<file path="src/verilog/gpmd_defines.svh">
// Purpose: Constants for the pin mode and drive type register block.
// Assumes: Four port blocks of sixteen pins on a 32-bit register port.
// Notes:   Overview of operation follows.
//
// Overview of operation
// - Ports A, B, C, F decode at separate fixed bases, port A lowest.
// - Mode control at offset 0, two bits per pin, pin n at 2n+1:2n.
// - Mode 00 input (default), 01 output, 10 alternate function, 11 analog.
// - Port A mode resets to 0x28000000, other ports reset to zero.
// - Drive type at offset 4, one bit per pin, pin n at bit n.
// - Drive bit 0 gives push-pull, 1 gives open-drain.
// - Drive type resets to zero on every port.
// - Open-drain pulls low for latch 0, floats for 1; push-pull drives both.
// - Analog disables output, pulls and trigger; input sample reads 0.
// - Other modes sample every pad level into input sample each cycle.
`ifndef GPMD_DEFINES_SVH
`define GPMD_DEFINES_SVH

`define GPMD_BASE_A        32'h4800_0000
`define GPMD_BASE_B        32'h4800_0400
`define GPMD_BASE_C        32'h4800_0800
`define GPMD_BASE_F        32'h4800_1400
`define GPMD_BLOCK_LSB     10
`define GPMD_OFS_MODE      8'h00
`define GPMD_OFS_DRIVE     8'h04
`define GPMD_MODE_RST_A    32'h2800_0000
`define GPMD_MODE_RST_OTH  32'h0000_0000
`define GPMD_DRIVE_RST     16'h0000
`define GPMD_MODE_INPUT    2'h0
`define GPMD_MODE_OUTPUT   2'h1
`define GPMD_MODE_ALTFN    2'h2
`define GPMD_MODE_ANALOG   2'h3
`define GPMD_DRIVE_PP      1'h0
`define GPMD_DRIVE_OD      1'h1

`endif

</file>
<file path="src/verilog/gpmd_pkg.sv">
// Purpose: Shared types for the pin mode and drive type register block.
// Assumes: Register port carries full 32-bit words with byte strobes.
// Notes:   Constants live in gpmd_defines.svh.
package gpmd_pkg;

    typedef struct packed {
        logic        sel;
        logic        write;
        logic [31:0] addr;
        logic [31:0] wdata;
        logic [3:0]  strb;
    } gpmd_bus_req_t;

    typedef struct packed {
        logic        ready;
        logic        err;
        logic [31:0] rdata;
    } gpmd_bus_rsp_t;

    typedef struct packed {
        logic [31:0] mode;
        logic [15:0] drive;
    } gpmd_cfg_t;

endpackage

</file>
<file path="src/verilog/gpmd_port.sv">
// Purpose: Configuration registers of one port block.
// Assumes: Caller decodes the block; offset is the low byte of the address.
// Notes:   Reset value of the mode word is set per instance.
`timescale 1ns/1ps
`include "gpmd_defines.svh"
module gpmd_port #(
    parameter logic [31:0] MODE_RESET = `GPMD_MODE_RST_OTH
) (
    input  wire logic             mclk,
    input  wire logic             rst_n,
    input  wire logic             wrEn,
    input  wire logic [7:0]       offset,
    input  wire logic [31:0]      wdata,
    input  wire logic [3:0]       strb,
    output gpmd_pkg::gpmd_cfg_t   cfg
);
    import gpmd_pkg::*;

    logic [31:0] mode_reg;
    logic [15:0] drive_reg;
    logic [31:0] strbMask;

    always_comb begin
        strbMask = {{8{strb[3]}}, {8{strb[2]}}, {8{strb[1]}}, {8{strb[0]}}};
    end

    // Only the strobed bytes change, so a byte write leaves other pins alone
    always_ff @(posedge mclk) begin
        if (!rst_n) begin
            mode_reg <= MODE_RESET;
        end else if (wrEn && offset == `GPMD_OFS_MODE) begin
            mode_reg <= (mode_reg & ~strbMask) | (wdata & strbMask);
        end
    end

    always_ff @(posedge mclk) begin
        if (!rst_n) begin
            drive_reg <= `GPMD_DRIVE_RST;
        end else if (wrEn && offset == `GPMD_OFS_DRIVE) begin
            // Upper half is not stored at all
            drive_reg <= (drive_reg & ~strbMask[15:0]) | (wdata[15:0] & strbMask[15:0]);
        end
    end

    assign cfg = '{mode: mode_reg, drive: drive_reg};

endmodule

</file>
<file path="src/verilog/gpmd_top.sv">
// Purpose: Pin mode and drive type registers for four ports, with pad control.
// Assumes: Pads, latch and peripheral signals are synchronous to mclk.
// Notes:   Pad controls and read data are registered, one cycle behind config.
`timescale 1ns/1ps
`include "gpmd_defines.svh"
module gpmd_top #(
    parameter int NPORT = 4,
    parameter int NPIN  = 16
) (
    input  wire logic                        mclk,
    input  wire logic                        rst_n,
    input  gpmd_pkg::gpmd_bus_req_t          busReq,
    output gpmd_pkg::gpmd_bus_rsp_t          busRsp,
    input  wire logic [NPORT-1:0][NPIN-1:0]  outputLatch,
    input  wire logic [NPORT-1:0][NPIN-1:0]  altOut,
    input  wire logic [NPORT-1:0][NPIN-1:0]  altOutEn,
    input  wire logic [NPORT-1:0][NPIN-1:0]  padIn,
    output logic      [NPORT-1:0][NPIN-1:0]  padOut,
    output logic      [NPORT-1:0][NPIN-1:0]  padOutEn,
    output logic      [NPORT-1:0][NPIN-1:0]  pullAllow,
    output logic      [NPORT-1:0][NPIN-1:0]  triggerEn,
    output logic      [NPORT-1:0][NPIN-1:0]  altSelected,
    output logic      [NPORT-1:0][NPIN-1:0]  inputSample
);
    import gpmd_pkg::*;

    // Four bases only: a larger NPORT needs more entries in these tables
    localparam logic [31:0] BASES [4] = '{`GPMD_BASE_A, `GPMD_BASE_B,
                                          `GPMD_BASE_C, `GPMD_BASE_F};
    localparam logic [31:0] MODE_RESETS [4] = '{`GPMD_MODE_RST_A, `GPMD_MODE_RST_OTH,
                                               `GPMD_MODE_RST_OTH, `GPMD_MODE_RST_OTH};

    gpmd_cfg_t           cfg [NPORT];
    logic [NPORT-1:0]    blockHit;
    logic [NPORT-1:0]    portWrite;
    logic                offsetMapped;
    logic [31:0]         readWord;
    logic [31:0]         rdata_reg;
    logic                ready_reg;
    logic                err_reg;

    logic [NPORT-1:0][NPIN-1:0] padOut_reg;
    logic [NPORT-1:0][NPIN-1:0] padOutEn_reg;
    logic [NPORT-1:0][NPIN-1:0] pullAllow_reg;
    logic [NPORT-1:0][NPIN-1:0] triggerEn_reg;
    logic [NPORT-1:0][NPIN-1:0] altSelected_reg;
    logic [NPORT-1:0][NPIN-1:0] inputSample_reg;
    logic [NPORT-1:0][NPIN-1:0] padOut_next;
    logic [NPORT-1:0][NPIN-1:0] padOutEn_next;
    logic [NPORT-1:0][NPIN-1:0] pullAllow_next;
    logic [NPORT-1:0][NPIN-1:0] triggerEn_next;
    logic [NPORT-1:0][NPIN-1:0] altSelected_next;
    logic [NPORT-1:0][NPIN-1:0] inputSample_next;

    // Each block compares only the bits above its 1 KiB window
    always_comb begin
        for (int p = 0; p < NPORT; p++) begin
            blockHit[p] = busReq.sel &&
                (busReq.addr[31:`GPMD_BLOCK_LSB] == BASES[p][31:`GPMD_BLOCK_LSB]);
        end
    end

    genvar gp;
    generate
        for (gp = 0; gp < NPORT; gp++) begin : g_port
            gpmd_port #(
                .MODE_RESET (MODE_RESETS[gp])
            ) u_port (
                .mclk   (mclk),
                .rst_n  (rst_n),
                .wrEn   (portWrite[gp]),
                .offset (busReq.addr[7:0]),
                .wdata  (busReq.wdata),
                .strb   (busReq.strb),
                .cfg    (cfg[gp])
            );
        end
    endgenerate

    // Full ten-bit offset must match, not just the low byte
    always_comb begin
        offsetMapped = (busReq.addr[`GPMD_BLOCK_LSB-1:8] == '0) &&
                       ((busReq.addr[7:0] == `GPMD_OFS_MODE) ||
                        (busReq.addr[7:0] == `GPMD_OFS_DRIVE));
    end

    // Without the offset check a write at 0x100 would alias onto offset 0
    always_comb begin
        for (int p = 0; p < NPORT; p++) begin
            portWrite[p] = blockHit[p] && busReq.write && offsetMapped;
        end
    end

    // Other offsets inside a block read zero; writes there are dropped
    always_comb begin
        readWord = 32'h0000_0000;
        for (int p = 0; p < NPORT; p++) begin
            if (blockHit[p] && busReq.addr[`GPMD_BLOCK_LSB-1:8] == '0) begin
                if (busReq.addr[7:0] == `GPMD_OFS_MODE) begin
                    readWord = cfg[p].mode;
                end else if (busReq.addr[7:0] == `GPMD_OFS_DRIVE) begin
                    readWord = {16'h0000, cfg[p].drive};
                end
            end
        end
    end

    // Answer one cycle after the request; error only outside every block
    always_ff @(posedge mclk) begin
        if (!rst_n) begin
            ready_reg <= 1'b0;
            err_reg   <= 1'b0;
        end else begin
            ready_reg <= busReq.sel;
            err_reg   <= busReq.sel && (blockHit == '0);
        end
    end

    // Read data is zero outside a read answer, so a stale word never shows
    always_ff @(posedge mclk) begin
        if (!rst_n) begin
            rdata_reg <= 32'h0000_0000;
        end else begin
            rdata_reg <= (busReq.sel && !busReq.write && offsetMapped) ? readWord : 32'h0000_0000;
        end
    end

    // Per-pin pad control from mode and drive type
    always_comb begin
        logic [1:0] m;
        logic       od;
        logic       drv;
        logic       val;
        m   = `GPMD_MODE_INPUT;
        od  = `GPMD_DRIVE_PP;
        drv = 1'b0;
        val = 1'b0;
        for (int p = 0; p < NPORT; p++) begin
            for (int n = 0; n < NPIN; n++) begin
                m   = cfg[p].mode[2*n +: 2];
                od  = cfg[p].drive[n];
                drv = 1'b0;
                val = 1'b0;
                case (m)
                    `GPMD_MODE_OUTPUT: begin
                        drv = 1'b1;
                        val = outputLatch[p][n];
                    end
                    `GPMD_MODE_ALTFN: begin
                        // The peripheral decides direction in this mode
                        drv = altOutEn[p][n];
                        val = altOut[p][n];
                    end
                    default: begin
                        // Input and analog pins never drive the pad
                        drv = 1'b0;
                        val = 1'b0;
                    end
                endcase
                if (od == `GPMD_DRIVE_OD) begin
                    // Never drives high; a high level is left to the pad's pull-up
                    padOut_next[p][n]   = 1'b0;
                    padOutEn_next[p][n] = drv && !val;
                end else begin
                    padOut_next[p][n]   = val;
                    padOutEn_next[p][n] = drv;
                end
                pullAllow_next[p][n]   = (m != `GPMD_MODE_ANALOG);
                triggerEn_next[p][n]   = (m != `GPMD_MODE_ANALOG);
                altSelected_next[p][n] = (m == `GPMD_MODE_ALTFN);
                // Analog pins read zero; the mode gates the sample as it gates the trigger
                inputSample_next[p][n] = (m != `GPMD_MODE_ANALOG) && padIn[p][n];
            end
        end
    end

    // Pads follow a config write one edge late, at the same edge as the earliest read answer with the new word
    always_ff @(posedge mclk) begin
        if (!rst_n) begin
            padOut_reg   <= '0;
            padOutEn_reg <= '0;
        end else begin
            padOut_reg   <= padOut_next;
            padOutEn_reg <= padOutEn_next;
        end
    end

    always_ff @(posedge mclk) begin
        if (!rst_n) begin
            altSelected_reg <= '0;
        end else begin
            altSelected_reg <= altSelected_next;
        end
    end

    // Reset leaves pins as inputs, bar port A pins 13 and 14 in alternate function, with pulls and trigger allowed
    always_ff @(posedge mclk) begin
        if (!rst_n) begin
            pullAllow_reg <= '1;
            triggerEn_reg <= '1;
        end else begin
            pullAllow_reg <= pullAllow_next;
            triggerEn_reg <= triggerEn_next;
        end
    end

    // Sampled every cycle with no filter; the pad is taken as already synchronous
    always_ff @(posedge mclk) begin
        if (!rst_n) begin
            inputSample_reg <= '0;
        end else begin
            inputSample_reg <= inputSample_next;
        end
    end

    assign busRsp      = '{ready: ready_reg, err: err_reg, rdata: rdata_reg};
    assign padOut      = padOut_reg;
    assign padOutEn    = padOutEn_reg;
    assign pullAllow   = pullAllow_reg;
    assign triggerEn   = triggerEn_reg;
    assign altSelected = altSelected_reg;
    assign inputSample = inputSample_reg;

endmodule
</file>
<file path="config.mk">
export PLATFORM = sky130hd
export DESIGN_NAME = gpmd_top
export DESIGN_NICKNAME = d
export VERILOG_FILES = /design/src/verilog/gpmd_pkg.sv /design/src/verilog/gpmd_port.sv /design/src/verilog/gpmd_top.sv
export VERILOG_INCLUDE_DIRS = /design/src /design/src/verilog
export SDC_FILE = /design/constraint.sdc
export NUM_CORES = 1
export LEC_CHECK = 0
export BUFFER_PORTS_ARGS = -buffer_cell sky130_fd_sc_hd__buf_2
export CELL_PAD_IN_SITES_DETAIL_PLACEMENT = 1
export CELL_PAD_IN_SITES_GLOBAL_PLACEMENT = 1
export CORE_AREA = 2 2 292 294
export DETAILED_ROUTE_END_ITERATION = 6
export DIE_AREA = 0 0 294 296
export PLACE_DENSITY_LB_ADDON = 0.3
export SETUP_SLACK_MARGIN = 0.02
export SLEW_MARGIN = 30
export SYNTH_ARGS = -nofsm -noshare
export SYNTH_HDL_FRONTEND = slang
export SYNTH_SLANG_ARGS = --single-unit
</file>
<file path="constraint.sdc">
create_clock -name mclk -period 6.6 [get_ports mclk]
set_clock_uncertainty 0.15 [all_clocks]
set_input_delay 0 -clock mclk [delete_from_list [all_inputs] [get_ports mclk]]
set_output_delay 0 -clock mclk [all_outputs]
set_load 0.01 [all_outputs]
</file>
### Word level (Yosys, flattened, before mapping)

Index checks and enable logic that the tools add are counted.

| word-level totals | value |
|---|---|
| register bits after elaboration | 546 |
| bits in latches | 0 |
| RAM bits | 0 |
| ROM bits | 0 |
| output and inout bits | 418 |
| memories kept | 0 |

| cells by class | value |
|---|---|
| add/subtract/negate cells | 0 |
| $mul | 0 |
| divide/modulo/power cells | 0 |
| $lt $le $gt $ge | 0 |
| eq/ne operators | 197 |
| shifts and indexed selects | 0 |
| multiplexer cells | 204 |
| bitwise operators | 21 |
| reduce and logical (&&, ||, !) cells | 290 |

Operator list:

| cell | count |
|---|---|
| 2-to-1 mux 32 bit | 11 |
| case mux 1 bit (2 select lines) | 128 |
| bitwise AND 32 bit | 5 |
| logical AND 1 bit | 156 |
| equality test 2 x 1 -> 1 bit, second input constant | 64 |
| equality test 2 bit, second input constant | 64 |
| != test 2 bit, second input constant | 64 |
| OR 32 bit | 4 |
| OR reduction 2 bit | 64 |
| equality test 22 x 21 -> 1 bit, second input constant | 4 |
| bitwise AND 16 bit | 5 |
| logical NOT 1 bit | 65 |
| 2-to-1 mux 1 bit | 64 |
| OR 16 bit | 4 |
| inverter 32 bit | 1 |
| 2-to-1 mux 16 bit | 1 |
| inverter 16 bit | 1 |
| equality test 8 x 3 -> 1 bit, second input constant | 1 |
| logical NOT 8 bit | 1 |
| logical NOT 4 bit | 1 |
| logical NOT 2 bit | 1 |
| AND reduction 2 bit | 1 |
| logical OR 1 bit | 1 |
| inverter 1 bit | 1 |

### Longest topological paths before layout

Gate-level depths: netlist of the first run.

| logic depth | value |
|---|---|
| word-level depth | 13 |
| mapped depth | 8 |
| gate-level depth less buffers | 5 |

### By module

From an unflattened synthesis of the first run, not the netlist that was laid out.

| unflattened totals | value |
|---|---|
| cells, all modules | 2,468 |
| area total of the unflattened synthesis | 23,517.6 um^2 |

By module, submodules not included:

| module | instances | cells an instance | area each (um^2) |
|---|---|---|---|
| gpmd_top | 1 | 1,680 | 15,905.3 |
| gpmd_port (g_port[1].u_port ...) | 3 | 197 | 1,900.6 |
| gpmd_port (g_port[0].u_port) | 1 | 197 | 1,910.6 |

### Worst setup path before layout of the first run

OpenSTA, ideal clock, no wires.

| timing path | value |
|---|---|
| path kind | input port to flip-flop |
| start point | input port busReq[41] (netlist name) |
| end point | register (tool-made name) |
| arrival | 1,817 ps |
| required time | 6,334 ps |
| slack | 4,517 ps |
| stages | 7 |
| buffers on the path | 2 |
| cells stage by stage | or4_1 -> or2_1 -> buf_6 -> or4_1 -> buf_2 -> mux2i_1 -> nor2b_1 |

RTL lines:

| item | line | source |
|---|---|---|
| start, declared | gpmd_top.sv:12 | `input gpmd_pkg::gpmd_bus_req_t busReq,` |

==> impl_metrics.py, run 1 <==
metrics = {
    "sta": {
        "final_max_slew_viol_count": 0,
        "max_freq_ghz": 0.279,
        "worst_pin_slew_ns": 0.961,
        "hold_slack_ns": 0.0178,
        "rsz0062_at_grt": "false",
        "period_share_pct": 54.2,
        "maxSlewHeadroom_pct": 35.5,
        "finalSetupViolCount": 0,
        "finalHoldViolCount": 0,
        "fin_crit_ns": 3.58,
        "fin_tns_setup_ns": 0,
    },
    "global_route": {
        "grt_pass1_wl_um": 145000,
        "grt-ovfl-total": 0,
        "grt_start_max_net_pins": 165,
        "first_global_vias": 22000,
        "track_usage_pct": 22.4,
        "antenna_found_initial": 11,
    },
    "placement": {
        "portBuffers": 745,
        "gp_congestion": 0.859,
        "place_hpwl_um": 75500,
        "dp.cells": 4026,
        "dpl_cell_area_mm2": 0.0276,
    },
    "logic_synthesis": {
        "synthMuxAreaShare_pct": 9.85,
        "ys.flop_type": "dfxtp_1",
        "yosysSeqAreaShare_pct": 46.9,
        "synth-compound-area-share_pct": 7.05,
        "synth_seq_cells": 546,
        "syn_area_per_cell_um2": 9.88,
        "yosys_warnings": 0,
        "synth_xor_area_share_pct": 0,
        "synthSimpleGateAreaFrac_pct": 19.8,
        "synth_edf_count": 0,
        "synth_fa_ha_area_share_pct": 10.3,
        "synthesis.area_mm2": 0.0233,
        "async_reset_ff_share_pct": 0,
        "synth.distinct_cells": 53,
        "synth_top_area_cell": "dfxtp_1",
        "synth_area_leaders": "dfxtp_1, ha_1, mux2i_1",
        "synth_top_family_by_area": "simple AND/OR/NAND/NOR gates",
        "yosysTopAreaCellShare_pct": 46.9,
        "synth_fp_nets": 2880,
        "netlist_instances": 2360,
    },
    "finish": {
        "fin_cells": 4580,
        "syn2layout_area_growth_pct": 46.2,
        "fin_area_mm2": 0.0341,
        "layout_common_cells": "buf_2, dfxtp_1, dlygate4sd3_1",
        "drive_gt1_share_pct": 25.2,
        "final_common_cell": "buf_2",
        "nNetsFinal": 3954,
    },
    "detailed_routing": {
        "routed_wl_um": 101000,
        "antenna_left": 0,
        "drc": 1,
        "dr.pass1.iters": 7,
        "wl_per_cell_um": 22.2,
        "drt-initial-drc-count": 1013,
        "num_vias": 21200,
        "vias_per_cell": 4.63,
    },
    "floorplan": {
        "die_area_mm2": 0.0870,
        "rows": 107,
        "num_io_pins": 746,
        "die_w_um": 294,
        "start_util_pct": 27.7,
        "fp.dieH_um": 296,
        "core_mm2": 0.0842,
    },
    "status": {
        "status": "complete, but fails checks",
        "violations": "design-rule violations",
    },
    "clock_network": {
        "clock-sinks": 546,
        "clk_latency_ns": 0.61,
        "cts-resized-gates": 0,
        "postCtsSetupRepairBufs": 0,
        "cts_tree": "built",
        "path_clk_slew_ns": 0.06,
        "cts_root_buf": "clkbuf_16",
        "h-tree-depth": 3,
        "postCtsHoldBufs": 427,
        "cts_buffers": 68,
        "clockBufferDepth": 3,
    },
    "power_and_ir_drop": {
        "peakVddDrop_v": 0.000143,
        "leakagePower_nw": 15.3,
        "power.density_mw_per_mm2": 220,
    },
    "hold_path": {
        "hold_path_class": "input pin to register",
    },
    "setup_path": {
        "critical_path_required_ns": 6.95,
        "critical_path.max_fanout": 19,
        "crit_arrival_ns": 3.93,
        "cp-end-kind": "register",
        "worst-setup-path-type": "input pin to register",
        "startpoint_type": "input pin",
        "r2r_slack_ns": 4.03,
    },
    "run": {
        "max_cap_violations": 0,
    },
}
[area by class of cell]
class,count,area [um^2]
flip-flops and latches,546,10900
repair buffers,1180,8120
multi-input cells,1508,11000
diodes,7,17.5
clock inverters,21,246
clock buffers,98,1920
well taps,1090,1360
inverters,130,488
fillers,9689,50100
[logic make-up (layout without fill, tap and decap cells)]
family | Yosys count | in the layout
buffers and inverters | 306 | 1429
AOI/OAI and AO/OA | 240 | 240
muxes | 227 | 227
adders and majority gates | 192 | 192
and+or+nand+nor | 849 | 849
DFF | 546 | 546
other | 0 | 7
[worst max-delay path: stages]
cell	delay, ns
dlygate4sd3_1	0.55
buf_2	0.14
nor4b_1	0.74
and3b_1	0.90
nand4_2	0.61
mux2i_1	0.31
nand2_1	0.06
dlygate4sd3_1	0.58
[through the flow]
step | util, % | worst slack, ns | power, mW
floorplan | - | 4.52 | 3.52
finish | 40.5 | 3.02 | 7.48
detailed placement | 32.8 | 3.24 | 3.70
global route | 40.5 | 2.87 | 7.75
CTS | 40.4 | 3.13 | 7.57
global placement | 32.8 | 3.31 | 3.70
[layer usage]
metal	wire length (um)	global-route usage, %
met5	72	0
met2	48100	37.4
met3	4650	3.63
met4	3050	7.83
met1	45600	29.4
[power by group]
part / leakage (nW) / internal, mW / switching, mW
combinational: 9.80 / 0.241 / 0.216
clock: 1.06 / 2.18 / 1.52
sequential: 4.42 / 3.32 / 0.00539
[synthesized netlist by cell type (2+ instances only)]
cell type / instances
dfxtp_1: 546
nor2b_1: 247
mux2i_1: 225
ha_1: 192
nand2_1: 176
nor3_1: 136
inv_1: 130
clkbuf_1: 92
nor2_1: 91
a22oi_1: 78
buf_4: 66
nand2b_1: 66
a21oi_1: 65
and2_1: 64
o22ai_1: 33
buf_2: 13
o21ai_0: 13
a222oi_1: 10
a32oi_1: 9
nand4_2: 9
nor4_1: 9
nand4_1: 8
or4_1: 8
and3_1: 7
o2bb2ai_1: 6
o32ai_1: 6
or3_1: 6
a211oi_1: 5
o2111a_1: 5
o22a_1: 5
buf_1: 4
nand3_1: 3
and3b_1: 2
mux4_2: 2
nor4_4: 2
nor4b_1: 2
o31ai_1: 2
or2_1: 2
[path summary, 6_finish.rpt]
path | cells after the start | from | endpoint
worst max-delay path | 8 | busReq[65] | register
worst min-delay path | 4 | padIn[37] | inputSample[37]$_SDFF_PN0_
worst max register to register | 7 | register | padOutEn[23]$_SDFF_PN0_
worst min register to register | 1 | register | padOut[48]$_SDFF_PP0_
(Power assumes the default switching activity.)
==> run 2, diff against run 1 <==
- CORE_AREA: 2 2 292 294 -> 2 2 294 296
- DIE_AREA: 0 0 294 296 -> 0 0 296 298
- clock period: 6.6 -> 2.95 ns (I/O delays scaled with it)
==> impl_metrics.py, run 2 (synthesized netlist as in run 1, its figures left out) <==
metrics = {
    "global_route": {
        "grt_use_met3_pct": 4.75,
        "grt_start_max_net_pins": 126,
        "grt-ovfl-total": 0,
        "first_global_vias": 23400,
        "antenna_found_initial": 20,
        "grt_pass1_wl_um": 153000,
        "met1_usage_pct": 29.4,
        "busiest_layer": "met2",
        "grtUsageMet2_pct": 39.7,
        "track_usage_pct": 23.3,
    },
    "floorplan": {
        "num_io_pins": 746,
        "die_area_mm2": 0.0882,
        "rows": 107,
        "start_util_pct": 27.5,
        "die_w_um": 296,
        "core_mm2": 0.0849,
        "fp.dieH_um": 298,
    },
    "placement": {
        "dp.cells": 4113,
        "portBuffers": 745,
        "place_hpwl_um": 77000,
        "gp_congestion": 0.859,
        "pre_cts_ws_ns": 0.177,
    },
    "power_and_ir_drop": {
        "internal_power_mw": 13.4,
        "p_clk_share_pct": 51.1,
        "peakVddDrop_v": 0.000363,
        "power_mw": 17.4,
        "p_seq_share_pct": 42.7,
        "leakagePower_nw": 15.6,
        "sw_frac_of_total_pct": 22.8,
        "p_comb_share_pct": 6.2,
        "power.density_mw_per_mm2": 499,
        "switchingPower_mw": 3.96,
    },
    "status": {
        "status": "complete, no violations",
    },
    "setup_path": {
        "startpoint_type": "input pin",
        "critical_path_required_ns": 3.34,
        "cp-end-kind": "register",
        "worst-setup-path-type": "input pin to register",
        "crit_arrival_ns": 3.08,
        "critical_path.max_fanout": 20,
    },
    "finish": {
        "nNetsFinal": 4017,
        "fillers": 9889,
        "fin_cells": 4699,
        "syn2layout_area_growth_pct": 49.7,
        "drive_gt1_share_pct": 25.8,
        "multiInputGateArea_mm2": 0.0110,
        "seqCellArea_mm2": 0.0109,
        "final_common_cell": "buf_2",
        "layout_common_cells": "buf_2, dfxtp_1, dlygate4sd3_1",
    },
    "clock_network": {
        "postCtsSetupRepairBufs": 0,
        "cts_buffers": 68,
        "clock-sinks": 546,
        "path_clk_slew_ns": 0.06,
        "clockBufferDepth": 3,
        "cts-resized-gates": 0,
        "clk_latency_ns": 0.61,
        "h-tree-depth": 3,
        "cts_tree": "built",
        "cts_root_buf": "clkbuf_16",
    },
    "sta": {
        "worst_pin_slew_ns": 0.696,
        "fin_crit_ns": 2.69,
        "finalSetupViolCount": 0,
        "max_freq_ghz": 0.372,
        "finalWorstSetupSlack_ns": 0.259,
        "final_max_slew_viol_count": 0,
        "maxSlewHeadroom_pct": 53.2,
        "rsz0062_at_grt": "false",
        "finalHoldViolCount": 0,
        "fin_tns_setup_ns": 0,
        "period_share_pct": 91.2,
    },
    "hold_path": {
        "hold_path_class": "input pin to register",
    },
    "run": {
        "max_cap_violations": 0,
    },
    "detailed_routing": {
        "num_vias": 21700,
        "routed_wl_um": 105000,
        "drc": 0,
        "dr.pass1.iters": 5,
        "antenna_left": 0,
        "wl_per_cell_um": 22.4,
        "vias_per_cell": 4.61,
        "drt-initial-drc-count": 1051,
    },
}
==> run 2: cell types whose count changed in the layout (fill, tap and decap cells not counted), sizes merged <==
cell	before	now
buf	753	785
bufinv	4	8
clkbuf	98	99
clkinv	12	11
dlygate4sd3	427	458
inv	135	133
==> run 2: through the flow <==
| stage | utilization (%) | hold WS, ns | instance area [um^2] |
|---|---|---|---|
| CTS | 41.1 | 0.00353 | 34900 |
| global placement | 32.9 | 0.0607 | 27900 |
| floorplan | - | -0.0362 | 23300 |
| global route | 41.1 | 0.0454 | 34900 |
| finish | 41.1 | 0.0418 | 34900 |
| detailed placement | 32.9 | 0.0691 | 27900 |
==> run 2: critical path, cell delays in order <==
cell and delay (ns):
dlygate4sd3_1 0.58, buf_2 0.27, nor4_1 0.40, nand4_1 0.14
buf_4 0.20, or2_1 0.26, nor3_4 0.16, buf_4 0.25
mux2i_1 0.23, dlygate4sd3_1 0.58
==> run 2: path summary, 6_finish.rpt <==
check | start | depth (start not counted) | slack [ns] | to
setup / recovery | busReq[48] | 10 | 0.26 | register
hold / removal | padIn[58] | 4 | 0.04 | inputSample[58]$_SDFF_PN0_
setup reg to reg | register | 7 | 0.37 | padOutEn[24]$_SDFF_PN0_
hold reg to reg | register | 1 | 0.34 | padOut[3]$_SDFF_PP0_
==> run 2: repair_timing <==
action,4_1_cts,5_1_grt
hold buffers,458,0
endpoints found under the setup margin,0,0
endpoints found under the hold margin,507,0
==> run 2: power by group through the flow <==
| stage | clock [mW] | combinational, mW | sequential, mW |
|---|---|---|---|
| after floorplan | 0 | 0.241 | 7.63 |
| after global placement | 0 | 0.694 | 7.60 |
| after detailed placement | 0 | 0.695 | 7.60 |
| after CTS | 9.10 | 1.05 | 7.44 |
| after global routing | 9.40 | 1.15 | 7.44 |
| final | 8.90 | 1.07 | 7.44 |
==> run 2: cell type report <==
class | instances | area share, %
multi-input combinational | 1508 | 31.5
sequential | 546 | 31.3
timing repair buffer | 1243 | 24.9
clock buffer | 99 | 5.76
tap | 1144 | 4.10
inverter | 130 | 1.40
clock inverter | 22 | 1.03
antenna | 7 | 0.0502
==> run 2: layer usage <==
metal  up-vias  wire (um)
met1     10700      45500
met5         -         92
met4        14       3060
met2       605      50700
li1      10200          -
met3       156       5800
==> run 3, diff against run 2 <==
- PLACE_DENSITY: not set -> 0.73
- PLACE_DENSITY_LB_ADDON: 0.3 -> not set
==> impl_metrics.py, run 3 (synthesized netlist as in run 1, its figures left out) <==
metrics = {
    "status": {
        "status": "complete, no violations",
    },
    "detailed_routing": {
        "num_vias": 22200,
        "dr.pass1.iters": 6,
        "routed_wl_um": 112000,
        "antenna_left": 0,
        "vias_per_cell": 4.73,
        "wl_per_cell_um": 23.7,
        "drt-initial-drc-count": 1189,
        "drc": 0,
    },
    "finish": {
        "nNetsFinal": 4007,
        "syn2layout_area_growth_pct": 49.2,
        "seqCellArea_mm2": 0.0109,
        "multiInputGateArea_mm2": 0.0110,
        "fillers": 9787,
        "layout_common_cells": "buf_2, dfxtp_1, dlygate4sd3_1",
        "final_common_cell": "buf_2",
        "drive_gt1_share_pct": 26.0,
    },
    "power_and_ir_drop": {
        "power.density_mw_per_mm2": 495,
        "power_mw": 17.2,
        "leakagePower_nw": 15.5,
        "peakVddDrop_v": 0.000339,
    },
    "global_route": {
        "antenna_found_initial": 25,
        "track_usage_pct": 24.6,
        "grt_start_max_net_pins": 167,
        "grt_pass1_wl_um": 161000,
        "first_global_vias": 24400,
        "grt-ovfl-total": 0,
    },
    "hold_path": {
        "hold_path_class": "input pin to register",
    },
    "sta": {
        "worst_pin_slew_ns": 0.742,
        "max_freq_ghz": 0.370,
        "period_share_pct": 91.5,
        "final_max_slew_viol_count": 0,
        "maxSlewHeadroom_pct": 50.5,
        "fin_crit_ns": 2.70,
        "finalHoldViolCount": 0,
        "fin_tns_setup_ns": 0,
        "finalSetupViolCount": 0,
        "rsz0062_at_grt": "false",
        "hold_slack_ns": 0.0484,
    },
    "setup_path": {
        "startpoint_type": "input pin",
        "worst-setup-path-type": "input pin to register",
        "critical_path.max_fanout": 14,
        "crit_arrival_ns": 3.10,
        "cp-end-kind": "register",
        "critical_path_required_ns": 3.35,
    },
    "placement": {
        "portBuffers": 745,
        "place_hpwl_um": 77300,
        "gp_congestion": 0.884,
    },
    "floorplan": {
        "core_mm2": 0.0849,
        "start_util_pct": 27.5,
        "die_area_mm2": 0.0882,
        "fp.dieH_um": 298,
        "num_io_pins": 746,
        "rows": 107,
        "die_w_um": 296,
    },
    "clock_network": {
        "clockBufferDepth": 3,
        "cts_tree": "built",
        "cts_buffers": 67,
        "cts_root_buf": "clkbuf_16",
        "clock-sinks": 546,
        "path_clk_slew_ns": 0.06,
        "h-tree-depth": 3,
        "clk_latency_ns": 0.61,
    },
    "run": {
        "max_cap_violations": 0,
    },
}
[run 3: changes by cell type in the layout (fill, tap and decap cells not counted), sizes merged]
cell         before  now
bufinv            8    6
clkbuf           99   98
clkinv           11    9
clkinvlp          0    4
diode             7   18
dlygate4sd3     458  449
inv             133  135
[run 3: report_power, final]
part	switching [mW]	internal, mW	total (mW)
sequential	0.0146	7.43	7.44
combinational	0.510	0.566	1.08
clock	3.46	5.22	8.68
[run 3: timing repair]
action | 4_1_cts | 5_1_grt
endpoints found under the hold margin | 491 | 0
hold buffers | 449 | 0
setup endpoints to repair | 0 | 1
gates resized for setup | 0 | 1
setup buffers | 0 | 0
[run 3: path summary, 6_finish.rpt]
kind / from / to / slack, ns / depth (start not counted)
max: busReq[46] / register / 0.25 / 11
min: padIn[18] / inputSample[18]$_SDFF_PN0_ / 0.05 / 4
max reg2reg: register / padOutEn[8]$_SDFF_PN0_ / 0.41 / 7
min reg2reg: register / padOut[17]$_SDFF_PP0_ / 0.32 / 1
[run 3: routing by layer]
layer	vias to the layer above	global-route usage [%]	share of wire (%)
met5	-	0	0.10
met4	20	11.7	5.2
met3	271	5.79	6.3
met2	813	42.1	48
met1	10900	28.7	40
li1	10200	-	-
[run 3: critical path: stages]
cell and delay [ns]:
dlygate4sd3_1 0.59, buf_2 0.20, buf_4 0.22, nor4_2 0.33, nand4_1 0.13, buf_4 0.20
or2_1 0.26, nor3_4 0.16, buf_4 0.23, mux2i_1 0.20, dlygate4sd3_1 0.57
[run 3: area by class of cell]
class                           count  share of cell area, %
Inverter                          130                   1.40
Antenna cell                       18                  0.130
Clock buffer                       98                   5.70
Clock inverter                     24                  0.925
Tap cell                         1144                   4.12
Timing Repair Buffer             1234                   24.7
Multi-Input combinational cell   1508                   31.6
Sequential cell                   546                   31.4
[run 3: stage by stage]
stage,cells,area [um^2],util [%],worst slack (ns)
2_1_floorplan,2360,23300,-,0.867
3_3_place_gp,4113,27900,32.9,0.268
3_5_place_dp,4113,27900,32.9,0.202
4_1_cts,4684,34700,40.9,0.249
5_1_grt,4698,34800,41.0,0.0721
6_report,4702,34800,41.0,0.249
